**config.mk**
```make
export PLATFORM = sky130hd
export DESIGN_NAME = fpexc_unit
export DESIGN_NICKNAME = d
export VERILOG_FILES = /design/src/pkg/fpexc_pkg.sv /design/src/design/fpexc_unit.sv
export SDC_FILE = /design/constraint.sdc
export NUM_CORES = 1
export LEC_CHECK = 0
export BUFFER_PORTS_ARGS = -buffer_cell sky130_fd_sc_hd__clkbuf_2
export CAP_MARGIN = 20
export CORE_AREA = 2 2 370 372
export CTS_CLUSTER_DIAMETER = 120
export DETAILED_ROUTE_END_ITERATION = 10
export DIE_AREA = 0 0 372 374
export GPL_TIMING_DRIVEN = 0
export SYNTH_ARGS = -nofsm -noshare
export SYNTH_HDL_FRONTEND = slang
export SYNTH_SLANG_ARGS = --single-unit
```
**constraint.sdc**
```tcl
create_clock -name clk -period 3.4 [get_ports clk]
set_input_delay 0.17 -clock clk [delete_from_list [all_inputs] [get_ports clk]]
set_output_delay 0.17 -clock clk [all_outputs]
set_load 0.03 [all_outputs]
```
**src/pkg/fpexc_pkg.sv**
```systemverilog
// Shared constants and types for the floating-point exception flag unit
package fpexc_pkg;

  // ****************************************************************
  // Register map
  // ****************************************************************
  localparam int          ADDR_W        = 12;
  localparam int          DATA_W        = 32;
  localparam logic [11:0] CTRL_OFFSET   = 12'h000;
  localparam logic [11:0] STATE_OFFSET  = 12'h004;
  localparam logic [31:0] CTRL_RESET    = 32'h0000_0000;
  localparam logic [31:0] STATE_RESET   = 32'h0000_0000;
  localparam logic [31:0] ZERO_WORD     = 32'h0000_0000;

  // ****************************************************************
  // Field layout
  // ****************************************************************
  localparam int          EXC_EN_BIT    = 9;
  localparam int          FLAG_W        = 8;
  localparam int          INVALID_BIT   = 0;
  localparam int          DIVZERO_BIT   = 1;
  localparam int          UNDERFLOW_BIT = 2;
  localparam int          OVERFLOW_BIT  = 3;
  localparam int          INEXACT_BIT   = 4;
  localparam int          RSVD_LO_BIT   = 5;
  localparam logic [7:0]  FLAG_USED     = 8'h1F;
  localparam int          MAX_CH        = 32;

  // ****************************************************************
  // Types
  // ****************************************************************
  typedef enum logic [3:0] {
    FPEXC_OP_ADD, FPEXC_OP_MUL, FPEXC_OP_DIV, FPEXC_OP_REM, FPEXC_OP_SQRT,
    FPEXC_OP_LOG2, FPEXC_OP_SNAN_ONLY, FPEXC_OP_ROUND_INT
  } fpexc_op_t;

  typedef enum logic [2:0] {
    FPEXC_CLS_ZERO, FPEXC_CLS_DENORM, FPEXC_CLS_FINITE, FPEXC_CLS_INF,
    FPEXC_CLS_QNAN, FPEXC_CLS_SNAN
  } fpexc_class_t;

  typedef enum logic [1:0] {
    round_nearest_even, round_toward_plus, round_toward_minus, round_toward_zero
  } fpexc_round_t;

  typedef enum logic [2:0] {
    FPEXC_RES_ROUNDED, FPEXC_RES_QNAN, FPEXC_RES_INF, FPEXC_RES_FMAX, FPEXC_RES_ZERO
  } fpexc_kind_t;

  // Per-channel facts handed over by the datapath
  typedef struct packed {
    fpexc_op_t    op;
    fpexc_class_t src0Cls;
    logic         src0Neg;
    fpexc_class_t src1Cls;
    logic         src1Neg;
    logic         altMode;
    logic         singlePrec;
    fpexc_round_t roundMode;
    logic         resultNeg;
    logic         overMax;
    logic         tinyNonzero;
    logic         boundedDiffers;
    logic         flushDenorm;
    logic         roundDiffers;
  } fpexc_chan_t;

  typedef struct packed {
    fpexc_kind_t kind;
    logic        neg;
  } fpexc_res_t;

endpackage

```
**src/design/fpexc_unit.sv**
```systemverilog
// Floating-point exception detection and sticky flag registers
//
// Contract
// (RL1) Flags update only while control bit 9 set
// (RL2) Software sets enable bit at thread start
// (RL3) Hardware only sets flags, never clears them
// (RL4) No handler transfer; flag is the only effect
// (RL5) Both words cleared at reset, thread load; RW
// (RL6) Flags bits 7:0; bits 7:5 reserved
// (RL7) One flag set per thread, all channels share
// (RL8) sNaN or undefined operands: invalid, quiet NaN
// (RL9) Listed undefined operand combinations raise invalid
// (RL10) Square root of negative zero: no flags
// (RL11) sNaN-only ops; single under alternate mode exempt
// (RL12) Nonzero over zero: divide-by-zero, signed infinity
// (RL13) Log2 of zero: divide-by-zero, negative infinity
// (RL14) Overflow when rounded unbounded result exceeds max
// (RL15) Overflow output by sign and rounding mode
// (RL16) Tininess judged after rounding
// (RL17) Flushed tiny result is zero, no underflow
// (RL18) Underflow only when bounded result differs
// (RL19) Inexact when delivered result differs
// (RL20) Infinity and NaN results never inexact
// (RL21) Flushing a denormal always sets inexact
// (RL22) Round-to-integral instructions never set inexact
// (RL23) Channel indications ORed, merged at completion
//
// The implementer's own choices: the APB slave port and the register offsets.
`timescale 1ns/1ps
module fpexc_unit #(
  parameter int NUM_CH = 32
) (
  input  wire logic                                     clk,
  input  wire logic                                     rst_n,
  input  wire logic                                     psel,
  input  wire logic                                     penable,
  input  wire logic                                     pwrite,
  input  wire logic [fpexc_pkg::ADDR_W-1:0]             paddr,
  input  wire logic [fpexc_pkg::DATA_W-1:0]             pwdata,
  output logic      [fpexc_pkg::DATA_W-1:0]             prdata,
  output logic                                          pready,
  output logic                                          pslverr,
  input  wire logic                                     threadLoad,
  input  wire logic                                     instrDone,
  input  wire logic [NUM_CH-1:0]                        chanActive,
  input  wire fpexc_pkg::fpexc_chan_t [NUM_CH-1:0]      chanIn,
  output fpexc_pkg::fpexc_res_t [NUM_CH-1:0]            chanResult,
  output logic                                          resultValid,
  output logic      [fpexc_pkg::FLAG_W-1:0]             excFlags,
  output logic                                          excEnable
);

  // ****************************************************************
  // Parameter check
  // ****************************************************************
  // Refused at elaboration so a bad lane count never builds
  if (NUM_CH < 1 || NUM_CH > fpexc_pkg::MAX_CH) begin : gBadNumCh
    $error("fpexc_unit: NUM_CH out of range");
  end

  // ****************************************************************
  // Register bus
  // ****************************************************************
  logic [fpexc_pkg::DATA_W-1:0] ctrlWord;
  logic [fpexc_pkg::DATA_W-1:0] stateWord;
  logic                         setupPhase;
  logic                         accessDone;
  logic                         wrCtrl;
  logic                         wrState;
  logic                         hitCtrl;
  logic                         hitState;

  assign setupPhase = psel && !penable;
  assign accessDone = psel && penable && pready;
  assign hitCtrl    = (paddr == fpexc_pkg::CTRL_OFFSET);
  assign hitState   = (paddr == fpexc_pkg::STATE_OFFSET);
  assign wrCtrl     = accessDone && pwrite && hitCtrl;
  assign wrState    = accessDone && pwrite && hitState;

  // Zero-wait answer prepared during setup so every output is a flop
  always_ff @(posedge clk) begin
    if (!rst_n) begin
      pready  <= 1'b0;
      pslverr <= 1'b0;
      prdata  <= fpexc_pkg::ZERO_WORD;
    end else begin
      pready  <= setupPhase;
      pslverr <= setupPhase && !hitCtrl && !hitState;
      if (setupPhase && !pwrite && hitCtrl) begin
        prdata <= ctrlWord;
      end else if (setupPhase && !pwrite && hitState) begin
        prdata <= stateWord;
      end else if (setupPhase) begin
        prdata <= fpexc_pkg::ZERO_WORD;
      end
    end
  end

  // ****************************************************************
  // Per-channel detection
  // ****************************************************************
  logic [fpexc_pkg::FLAG_W-1:0] chanExc [NUM_CH];
  fpexc_pkg::fpexc_res_t        next_chanResult [NUM_CH];

  genvar g;
  generate
    for (g = 0; g < NUM_CH; g++) begin : gChan
      fpexc_pkg::fpexc_chan_t c;
      logic s0Zero, s1Zero, s0Inf, s1Inf, s0Nz, nanIn, snanIn, binary, arith;
      logic invSpec, inv, divz, ovf, unf, inexact;
      assign c      = chanIn[g];
      assign s0Zero = (c.src0Cls == fpexc_pkg::FPEXC_CLS_ZERO);
      assign s1Zero = (c.src1Cls == fpexc_pkg::FPEXC_CLS_ZERO);
      assign s0Inf  = (c.src0Cls == fpexc_pkg::FPEXC_CLS_INF);
      assign s1Inf  = (c.src1Cls == fpexc_pkg::FPEXC_CLS_INF);
      assign s0Nz   = (c.src0Cls == fpexc_pkg::FPEXC_CLS_FINITE) || (c.src0Cls == fpexc_pkg::FPEXC_CLS_DENORM);
      assign binary = (c.op == fpexc_pkg::FPEXC_OP_ADD) || (c.op == fpexc_pkg::FPEXC_OP_MUL)
                   || (c.op == fpexc_pkg::FPEXC_OP_DIV) || (c.op == fpexc_pkg::FPEXC_OP_REM);
      assign arith  = (c.op != fpexc_pkg::FPEXC_OP_SNAN_ONLY) && (c.op != fpexc_pkg::FPEXC_OP_ROUND_INT);
      assign snanIn = (c.src0Cls == fpexc_pkg::FPEXC_CLS_SNAN)
                   || (binary && c.src1Cls == fpexc_pkg::FPEXC_CLS_SNAN);
      assign nanIn  = snanIn || (c.src0Cls == fpexc_pkg::FPEXC_CLS_QNAN)
                   || (binary && c.src1Cls == fpexc_pkg::FPEXC_CLS_QNAN);

      // (RL9) Undefined operand combinations
      always_comb begin
        unique case (c.op)
          fpexc_pkg::FPEXC_OP_ADD:  invSpec = s0Inf && s1Inf && (c.src0Neg != c.src1Neg);
          fpexc_pkg::FPEXC_OP_MUL:  invSpec = (s0Zero && s1Inf) || (s0Inf && s1Zero);
          fpexc_pkg::FPEXC_OP_DIV:  invSpec = (s0Zero && s1Zero) || (s0Inf && s1Inf);
          fpexc_pkg::FPEXC_OP_REM:  invSpec = s1Zero || s0Inf;
          // (RL10) Negative zero is not negative nonzero
          fpexc_pkg::FPEXC_OP_SQRT: invSpec = c.src0Neg && (s0Nz || s0Inf);
          default:                  invSpec = 1'b0;
        endcase
      end

      // (RL11) sNaN invalid, alternate mode single exempt
      assign inv  = invSpec || (snanIn && !(c.altMode && c.singlePrec));
      // (RL12) (RL13) Division by zero cases
      assign divz = !nanIn && (((c.op == fpexc_pkg::FPEXC_OP_DIV) && s0Nz && s1Zero)
                   || ((c.op == fpexc_pkg::FPEXC_OP_LOG2) && s0Zero));
      // (RL14) Overflow judged on rounded unbounded magnitude
      assign ovf  = arith && !nanIn && !inv && !divz && c.overMax;
      // (RL16) (RL17) (RL18) Tininess after rounding, flush hides underflow
      assign unf  = arith && !nanIn && !inv && !divz && !ovf && c.tinyNonzero
                 && !c.flushDenorm && c.boundedDiffers;

      always_comb begin
        next_chanResult[g].neg  = c.resultNeg;
        next_chanResult[g].kind = fpexc_pkg::FPEXC_RES_ROUNDED;
        if (inv || nanIn) begin
          // (RL8) Quiet NaN result
          next_chanResult[g].kind = fpexc_pkg::FPEXC_RES_QNAN;
        end else if (divz) begin
          next_chanResult[g].kind = fpexc_pkg::FPEXC_RES_INF;
          next_chanResult[g].neg  = (c.op == fpexc_pkg::FPEXC_OP_LOG2) ? 1'b1 : (c.src0Neg ^ c.src1Neg);
        end else if (ovf) begin
          // (RL15) Infinity or max finite by sign and mode
          if (c.roundMode == fpexc_pkg::round_nearest_even
              || (c.roundMode == fpexc_pkg::round_toward_plus && !c.resultNeg)
              || (c.roundMode == fpexc_pkg::round_toward_minus && c.resultNeg)) begin
            next_chanResult[g].kind = fpexc_pkg::FPEXC_RES_INF;
          end else begin
            next_chanResult[g].kind = fpexc_pkg::FPEXC_RES_FMAX;
          end
        end else if (arith && c.tinyNonzero && c.flushDenorm) begin
          // (RL17) Flushed tiny result delivered as zero
          next_chanResult[g].kind = fpexc_pkg::FPEXC_RES_ZERO;
        end
      end

      // (RL19) (RL20) (RL21) (RL22) Inexact decision
      assign inexact = (c.op != fpexc_pkg::FPEXC_OP_ROUND_INT)
                    && (next_chanResult[g].kind != fpexc_pkg::FPEXC_RES_INF)
                    && (next_chanResult[g].kind != fpexc_pkg::FPEXC_RES_QNAN)
                    && (c.roundDiffers || (arith && c.tinyNonzero && c.flushDenorm));

      always_comb begin
        chanExc[g]                           = '0;
        chanExc[g][fpexc_pkg::INVALID_BIT]   = inv;
        chanExc[g][fpexc_pkg::DIVZERO_BIT]   = divz;
        chanExc[g][fpexc_pkg::UNDERFLOW_BIT] = unf;
        chanExc[g][fpexc_pkg::OVERFLOW_BIT]  = ovf;
        chanExc[g][fpexc_pkg::INEXACT_BIT]   = inexact;
      end
    end
  endgenerate

  // ****************************************************************
  // Merge across channels
  // ****************************************************************
  logic [fpexc_pkg::FLAG_W-1:0] instrExc;
  logic [fpexc_pkg::FLAG_W-1:0] flagSet;

  // (RL23) OR of active channels at completion
  always_comb begin
    instrExc = '0;
    for (int i = 0; i < NUM_CH; i++) begin
      if (chanActive[i]) begin
        instrExc = instrExc | chanExc[i];
      end
    end
  end

  // (RL1) Events only land while enabled
  assign flagSet = (instrDone && ctrlWord[fpexc_pkg::EXC_EN_BIT]) ? instrExc : '0;

  // Results are informational; no control redirection ever happens
  // (RL4) Exceptions only report, no trap
  always_ff @(posedge clk) begin
    if (!rst_n) begin
      resultValid <= 1'b0;
      for (int i = 0; i < NUM_CH; i++) begin
        chanResult[i] <= '0;
      end
    end else begin
      resultValid <= instrDone;
      for (int i = 0; i < NUM_CH; i++) begin
        chanResult[i] <= next_chanResult[i];
      end
    end
  end

  // ****************************************************************
  // Control and state words
  // ****************************************************************
  // (RL5) Reset and thread load clear the control word
  always_ff @(posedge clk) begin
    if (!rst_n) begin
      ctrlWord <= fpexc_pkg::CTRL_RESET;
    end else if (threadLoad) begin
      ctrlWord <= fpexc_pkg::CTRL_RESET;
    end else if (wrCtrl) begin
      ctrlWord <= pwdata;
    end
  end

  // Set beats a same-cycle software clear so no event is lost
  // (RL3) (RL5) (RL6) (RL7) Sticky shared flags
  always_ff @(posedge clk) begin
    if (!rst_n) begin
      stateWord <= fpexc_pkg::STATE_RESET;
    end else if (threadLoad) begin
      stateWord <= fpexc_pkg::STATE_RESET;
    end else if (wrState) begin
      stateWord <= {pwdata[fpexc_pkg::DATA_W-1:fpexc_pkg::FLAG_W],
                    (pwdata[fpexc_pkg::FLAG_W-1:0] | flagSet) & fpexc_pkg::FLAG_USED};
    end else begin
      stateWord[fpexc_pkg::FLAG_W-1:0] <= stateWord[fpexc_pkg::FLAG_W-1:0] | flagSet;
    end
  end

  always_ff @(posedge clk) begin
    if (!rst_n) begin
      excFlags  <= '0;
      excEnable <= 1'b0;
    end else begin
      excFlags  <= stateWord[fpexc_pkg::FLAG_W-1:0];
      excEnable <= ctrlWord[fpexc_pkg::EXC_EN_BIT];
    end
  end

  // ****************************************************************
  // Assertions
  // ****************************************************************
  logic [fpexc_pkg::FLAG_W-1:0] flags;
  assign flags = stateWord[fpexc_pkg::FLAG_W-1:0];

  flag_sticky_a : assert property (@(posedge clk) disable iff (!rst_n) // (RL3)
    !threadLoad && !wrState |=> (flags & $past(flags)) == $past(flags))
    else $error("flag bit cleared by hardware");

  enable_gate_a : assert property (@(posedge clk) disable iff (!rst_n) // (RL1)
    !ctrlWord[fpexc_pkg::EXC_EN_BIT] && !threadLoad && !wrState |=> $stable(flags))
    else $error("flag changed while disabled");

  load_clear_a : assert property (@(posedge clk) disable iff (!rst_n) // (RL5)
    threadLoad |=> stateWord == fpexc_pkg::STATE_RESET && ctrlWord == fpexc_pkg::CTRL_RESET ##1 !excEnable)
    else $error("thread load did not clear words");

  shared_set_a : assert property (@(posedge clk) disable iff (!rst_n) // (RL7)
    instrDone && ctrlWord[fpexc_pkg::EXC_EN_BIT] && !threadLoad |=> (flags & $past(instrExc)) == $past(instrExc))
    else $error("channel exception not merged");

  reserved_zero_a : assert property (@(posedge clk) disable iff (!rst_n) // (RL6)
    flags[fpexc_pkg::FLAG_W-1:fpexc_pkg::RSVD_LO_BIT] == '0)
    else $error("reserved flag bit set");

  sqrt_negzero_a : assert property (@(posedge clk) disable iff (!rst_n) // (RL10)
    chanIn[0].op == fpexc_pkg::FPEXC_OP_SQRT && chanIn[0].src0Cls == fpexc_pkg::FPEXC_CLS_ZERO
    && !chanIn[0].roundDiffers |-> chanExc[0] == '0)
    else $error("sqrt of zero raised a flag");

  divzero_inf_a : assert property (@(posedge clk) disable iff (!rst_n) // (RL12)
    chanExc[0][fpexc_pkg::DIVZERO_BIT] |=> chanResult[0].kind == fpexc_pkg::FPEXC_RES_INF)
    else $error("divide by zero without infinity");

  ovf_round_a : assert property (@(posedge clk) disable iff (!rst_n) // (RL15)
    chanExc[0][fpexc_pkg::OVERFLOW_BIT] && chanIn[0].roundMode == fpexc_pkg::round_toward_zero
    |=> chanResult[0].kind == fpexc_pkg::FPEXC_RES_FMAX)
    else $error("toward-zero overflow not max finite");

  flush_zero_a : assert property (@(posedge clk) disable iff (!rst_n) // (RL17)
    chanIn[0].flushDenorm |-> !chanExc[0][fpexc_pkg::UNDERFLOW_BIT])
    else $error("underflow raised under flush");

  roundint_exact_a : assert property (@(posedge clk) disable iff (!rst_n) // (RL22)
    chanIn[0].op == fpexc_pkg::FPEXC_OP_ROUND_INT |-> !chanExc[0][fpexc_pkg::INEXACT_BIT])
    else $error("round instruction raised inexact");

  inf_exact_a : assert property (@(posedge clk) disable iff (!rst_n) // (RL20)
    next_chanResult[0].kind == fpexc_pkg::FPEXC_RES_INF |-> !chanExc[0][fpexc_pkg::INEXACT_BIT])
    else $error("infinite result flagged inexact");

endmodule

```
Word level (Yosys, flattened, before mapping)

Index checks and enable logic that the tools add are counted.
W data, S select, Z words.

Add/sub/neg operators: 0
Multiply operators: 0
Divide/modulo/power cells: 0
$lt $le $gt $ge: 0
Eq/ne operators: 641
Shift-type cells: 0
Multiplexer cells: 325
Bitwise logic cells: 66
Reductions and logical operators: 1876

Operators by type and width:

| cell                 | number |
|---|---|
| $logic_and A1 B1 Y1  | 972 |
| $logic_or A1 B1 Y1   | 544 |
| $eq A3 B3 Y1 const B | 128 |
| $mux W3              | 128 |
| $eq A3 B2 Y1 const B | 96 |
| $eq A4 B2 Y1 const B | 64 |
| $eq A4 B3 Y1 const B | 64 |
| $mux W8              | 32 |
| $ne A4 B3 Y1 const B | 64 |
| $or A8 B5 Y8         | 31 |
| $logic_not A1 Y1     | 228 |
| $logic_not A3 Y1     | 64 |
| $pmux W1 S5          | 32 |
| $eq A4 B1 Y1 const B | 32 |
| $logic_not A4 Y1     | 32 |
| $mux W1              | 128 |
| $eq A3 B1 Y1 const B | 32 |
| $mux W32             | 3 |
| $ne A3 B1 Y1 const B | 32 |
| $ne A3 B2 Y1 const B | 32 |
| $eq A2 B1 Y1 const B | 32 |
| $eq A2 B2 Y1 const B | 32 |
| $logic_not A2 Y1     | 32 |
| $ne A1 B1 Y1         | 32 |
| 10 further kinds     | 42 |

Register bits after elaboration: 236
Bits in latches: 0
RAM bits: 0
ROM bits: 0
Input port bits: 787
Output and inout port bits: 172
Logic and storage cells: 2982
Memories: 0

Logic depth before layout (Yosys ltp)

Depth in word-level cells: 86
Depth in mapped cells: 10
Gate-level depth less buffers: 9

Worst setup path after synthesis

Ideal clock, no wire load.

Kind: input -> register
From: input port chanIn[103] in the netlist's numbering
To: register stateWord[2] in the netlist's numbering
Library setup time: 128 ps
Arrival time: 2370 ps
Required time: 3272 ps
Path slack: 902 ps
Stages on the path: 10
Cell sequence: buf_2 -> or4_1 -> a2111o_1 -> a21boi_2 -> or4_4 -> nor4_2 -> nor4_2 -> o2111ai_1 -> a2111oi_2 -> a31oi_1

Word-level cells in the longest chain between the ends: 74
Elaborated cells on any way between the ends: 100
Those cells by class: eq/ne (5); mux (31); bitwise (30); reduce/logical (34)

Ends and longest elaborated chain:

| item                                         | RTL line                             | text |
|---|---|---|
| start, declared                              | fpexc_unit.sv:46                     | `input wire fpexc_pkg::fpexc_chan_t [NUM_CH-1:0] chanIn,` |
| $eq A3 B2 Y1 or $eq A3 B1 Y1 (tied branches) | fpexc_unit.sv:116                    | `assign s0Nz = (c.src0Cls == fpexc_pkg::FPEXC_CLS_FINITE) \|\| (c.src0Cls == fpexc_pkg::FPEXC_CLS_DENORM);` |
| $logic_or A1 B1 Y1                           | fpexc_unit.sv:116                    |  |
| $logic_or A1 B1 Y1                           | fpexc_unit.sv:133                    | `fpexc_pkg::FPEXC_OP_SQRT: invSpec = c.src0Neg && (s0Nz \|\| s0Inf);` |
| $logic_and A1 B1 Y1                          | fpexc_unit.sv:133                    |  |
| $pmux W1 S5                                  | fpexc_unit.sv:127                    | `unique case (c.op)` |
| $logic_or A1 B1 Y1                           | fpexc_unit.sv:139                    | `assign inv = invSpec \|\| (snanIn && !(c.altMode && c.singlePrec));` |
| $logic_not A1 Y1                             | fpexc_unit.sv:144, fpexc_unit.sv:146 |  |
| $logic_and A1 B1 Y1                          | fpexc_unit.sv:144, fpexc_unit.sv:146 |  |
| (+58 left out)                               | -                                    |  |
| $mux W8 *                                    | fpexc_unit.sv:200                    | `if (chanActive[i]) begin` |
| $or A8 B5 Y8                                 | fpexc_unit.sv:201                    | `instrExc = instrExc \| chanExc[i];` |
| $mux W8 *                                    | fpexc_unit.sv:200                    |  |
| $or A8 B5 Y8                                 | fpexc_unit.sv:201                    |  |
| $mux W8 *                                    | fpexc_unit.sv:200                    |  |
| $mux W8 *                                    | fpexc_unit.sv:207                    | `assign flagSet = (instrDone && ctrlWord[fpexc_pkg::EXC_EN_BIT]) ? instrExc : '0;` |
| $or A8 B8 Y8 or $or A5 B5 Y5 (tied branches) | fpexc_unit.sv:250, fpexc_unit.sv:248 |  |
| $mux W5 *                                    | fpexc_unit.sv:246                    | `end else if (wrState) begin` |
| end signal, assigned                         | fpexc_unit.sv:245                    | `stateWord <= fpexc_pkg::STATE_RESET;` |
| end signal, assigned                         | fpexc_unit.sv:247                    | `stateWord <= {pwdata[fpexc_pkg::DATA_W-1:fpexc_pkg::FLAG_W],` |
| end signal, assigned by index                | fpexc_unit.sv:250                    | `stateWord[fpexc_pkg::FLAG_W-1:0] <= stateWord[fpexc_pkg::FLAG_W-1:0] \| flagSet;` |
| end, declared                                | fpexc_unit.sv:65                     | `logic [fpexc_pkg::DATA_W-1:0] stateWord;` |

Every way passes the cells marked *; elsewhere a longest branch is shown, timed or not.
A chain may end at the register's enable or synchronous reset.

Final worst setup path

From: input port chanIn[675] in the netlist's numbering
To: register stateWord[0] in the netlist's numbering

Word-level cells in the longest chain between the ends: 13
Elaborated cells on any way between the ends: 28
Those cells by class: eq/ne (4); mux (5); bitwise (4); reduce/logical (15)

Ends and longest elaborated chain:

| item                                         | RTL line |
|---|---|
| $eq A3 B2 Y1 or $eq A3 B1 Y1 (tied branches) | fpexc_unit.sv:116 |
| $logic_or A1 B1 Y1                           | fpexc_unit.sv:116 |
| $logic_or A1 B1 Y1                           | fpexc_unit.sv:133 |
| $logic_and A1 B1 Y1                          | fpexc_unit.sv:133 |
| $pmux W1 S5                                  | fpexc_unit.sv:127 |
| $logic_or A1 B1 Y1 *                         | fpexc_unit.sv:139 |
| $or A8 B5 Y8 *                               | fpexc_unit.sv:201 |
| $mux W8 *                                    | fpexc_unit.sv:200 |
| $or A8 B5 Y8                                 | fpexc_unit.sv:201 |
| $mux W8 *                                    | fpexc_unit.sv:200 |
| $mux W8 *                                    | fpexc_unit.sv:207 |
| $or A8 B8 Y8 or $or A5 B5 Y5 (tied branches) | fpexc_unit.sv:250, fpexc_unit.sv:248 |
| $mux W5 *                                    | fpexc_unit.sv:246 |

Marks and branches as above.

==> metrics <==
status=completed; share of layout cells above drive strength 1=between 20% and 30%; Hold Fails Final Rpt=0; Worst Hold Depth=3; Met1 Wirelength=approximately 66000 um; Distinct cells, synth=89; initial antenna violation count=89; sequential fraction of the synthesis area=roughly a quarter; metal3 WL=roughly 13000 um; final wirelength=roughly 160000 um; CP Cell Sequence=clkbuf_2 > clkbuf_1 > nor4_1 > o2111ai_1 > o211a_1 > nand3_1 > o21ai_0 > o2111ai_1 > or4_1 > nor4_2 > buf_4 > a221oi_1; beginning of the worst hold path=chanIn[115]; routed vias/inst=roughly 4.8; CTS tree=done; initial core utilization=between 10% and 20%; maximum number of pins on one net before global-route repair=14; area added between synthesis and finish=56.9%; largest family of logic cells by synthesized area=simple AND/OR/NAND/NOR gates; maxcap violations=0; CP required=roughly 3.9 ns; Detail Route met2 WL=~74000 um; Sequential Area=4600 sq um; Final TNS setup=0 ns; DR iter-0 viols=about 2300; I/O pins=around 960; max incr delay on CP=0.67 ns; reg2reg start=pready; hold path endpoint=chanResult[20]; Die X=between 300 and 400 um; DR top layer=met5; Tcrit/Tclk final=93.8%; Post-Syn Area=18300 sq um; xor/xnor share of the synthesized area=roughly 1.8%; Root Driver=clkbuf_16; core area=135000 sq um; relative slew slack=roughly 15%; multiplexer share of the synthesized area=between 2 and 2.5%; Remaining DRCs=0; final setup fails=0; leakage power figure=about 0.012 uW; CP Class=in2reg; Synth Flop Type=dfxtp_1; maximum buffer depth of the clock tree=3; Tot GR Track Use=a little over a fifth; grt ovf=0; nets=4482; final slew viol count=0; Detailed Place HPWL=approximately 140000 um; clk_lat worst skew=about 0.6 ns; clock sink count=between 200 and 250; CTS H-tree lvls=2; # Post-CTS Setup Buffers=0; RSZ-0062 raised after global routing=no; Power Density=344 nW/um^2; largest fanout on the critical path=10; Core Util, Final=roughly a fifth; Synth Area in Adders=0%; clock-pin slew on the worst setup and hold paths=~0.060 ns; crit path time final=approximately 3.2 ns; Worst path slowest cell=or4_1; vias in the first global route=~25000; HP Class=in2reg; Reg-to-Reg End=stateWord[2]; Worst Skew=roughly 0.026 ns; multi-input logic area=between 10000 and 15000 sq um; commonest non-fill, non-tap cell in the layout=clkbuf_2; most frequent cells in the layout=938 x clkbuf_2, 317 x nor2_1, 301 x nand2_1; Peak VDD IR=~270 uV; DRT Pass-1 Iters=8; die area=approximately 140000 sq um; Critical Path End Type=register; number of flops mapped to enable cells by yosys=0; compound-cell area share of the yosys netlist=between 20% and 30%; Final ANT Viol Nets=0; Routed WL per cell=about 29 um; syn avg cell area=7.22 sq um; chip height=roughly 370 um; Design Power=just under 10000 uW; RePlAce Congestion=slightly above 1; Buffers on Ports=929; Mapped Cells=2527; first-pass GRT wire length=208000 um; r2r worst-path depth=10; final cell area excluding filler cells=approximately 29000 sq um; Worst Max-Slew Pin Slew=approximately 1.3 ns; asr flop ratio synth=0%; most used cell, CP=o2111ai_1; Worst setup SP type=primary input; Post-DP Area=approximately 26000 sq um; Rows=around 140; Synth Register Bits=230; Ys Warns=0; Vias=roughly 27000; Num CTS Buffers=37; fill count=~15000; Max Fclk=about 310 MHz; reg2reg setup slack=approximately 0.37 ns; Simple-Gate Fraction of Synth Area=a little over two fifths; Arrival @ worst endpoint=between 3 and 4 ns
[report_power, final]
group / switching, uW / total (uW) / internal, uW
clock: 1700 / 4250 / 2550
combinational: 1800 / 2790 / 989
sequential: 37.7 / 2820 / 2780
[how the worst max path moves through the flow]
stage               slack, ns      endpoint  cells past startpoint        start
global route             0.04  stateWord[2]                      9  chanIn[659]
global placement        -1.77  stateWord[3]                      9   chanIn[81]
floorplan                0.90  stateWord[2]                     10  chanIn[103]
CTS                      0.06  stateWord[4]                      8  chanIn[687]
detailed placement      -0.59  stateWord[1]                     10     paddr[1]
finish                   0.21  stateWord[0]                     12  chanIn[675]
[cell families after synthesis]
kind of cell,Yosys count
AOI/OAI and AO/OA,657
xor gates and xnor gates,38
buffers and inverters,134
DFF,230
muxes,41
other,1
and+or+nand+nor,1426
[sequential cells by signal, indices dropped and copies added, names as in the netlist]
name and cells:
chanResult 128, ctrlWord 32, prdata 32, stateWord 29
excFlags 5, excEnable 1, pready 1, pslverr 1
resultValid 1
[final cells by class]
cell class	count	share of cell area (%)
Antenna cell	42	0.367
Sequential cell	230	16.1
Buffer	78	1.14
Tap cell	1781	7.78
Clock inverter	21	1.08
Multi-Input combinational cell	2165	46.1
Timing Repair Buffer	1127	23.2
Inverter	56	0.734
Clock buffer	46	3.56
[synth_stat cells (8+ instances only)]
cell | instances | area, sq um
xnor2_1 | 21 | 184
o2111ai_1 | 45 | 394
nand2_1 | 301 | 1130
a221oi_1 | 13 | 114
xor2_1 | 17 | 149
a2111oi_0 | 11 | 96.3
and4_1 | 32 | 280
nand4b_1 | 31 | 272
o21ai_0 | 50 | 250
nor3b_1 | 49 | 368
a311oi_1 | 19 | 166
o22ai_1 | 18 | 113
a22oi_1 | 67 | 503
inv_1 | 55 | 206
clkbuf_1 | 71 | 267
o211a_1 | 9 | 90.1
nand3b_1 | 58 | 435
nand2b_1 | 22 | 138
nor3_1 | 130 | 651
nand4_1 | 47 | 294
nor2b_1 | 70 | 438
o21a_1 | 8 | 60.1
o211ai_1 | 34 | 255
or3_1 | 19 | 119
dfxtp_1 | 230 | 4600
nor4_1 | 70 | 438
o41ai_1 | 10 | 87.6
a211oi_1 | 18 | 135
and2_1 | 19 | 119
or2_2 | 14 | 87.6
or4_1 | 22 | 165
nand3_1 | 61 | 305
a21o_1 | 10 | 75.1
nor4bb_1 | 39 | 390
mux2i_1 | 36 | 360
a21oi_1 | 215 | 1080
o31ai_1 | 11 | 82.6
a31oi_1 | 52 | 325
nor2_1 | 317 | 1190
and3b_1 | 29 | 254
nor4b_1 | 48 | 420
and4b_1 | 11 | 110
[per-layer routing]
metal	vias to the layer above	global-route usage (%)
met5	-	0
li1	12152	-
met2	1457	35.6
met4	68	8.12
met1	12783	26.7
met3	319	6.15
[what timing repair did]
item | 4_1_cts | 5_1_grt
endpoints found under the hold margin | 153 | 0
hold buffers | 167 | 0
resized for setup | 3 | 0
endpoints found under the setup margin | 2 | 0
[through the flow]
step | hold slack (ns) | worst slack [ns] | std cells
6_report | 0.0315 | 0.211 | 5546
4_1_cts | 0.00140 | 0.0648 | 5502
3_3_place_gp | 0.397 | -1.77 | 5239
3_5_place_dp | 0.405 | -0.589 | 5268
2_1_floorplan | 0.246 | 0.902 | 2529
5_1_grt | 0.0504 | 0.0437 | 5521
[worst max-delay path, delay by kind of cell]
family | cells | cell delay, ns
buffers and inverters | 3 | 0.66
AOI/OAI and AO/OA | 5 | 1.53
and+or+nand+nor | 4 | 1.27
Note: power is estimated with default switching activity, not from simulation.
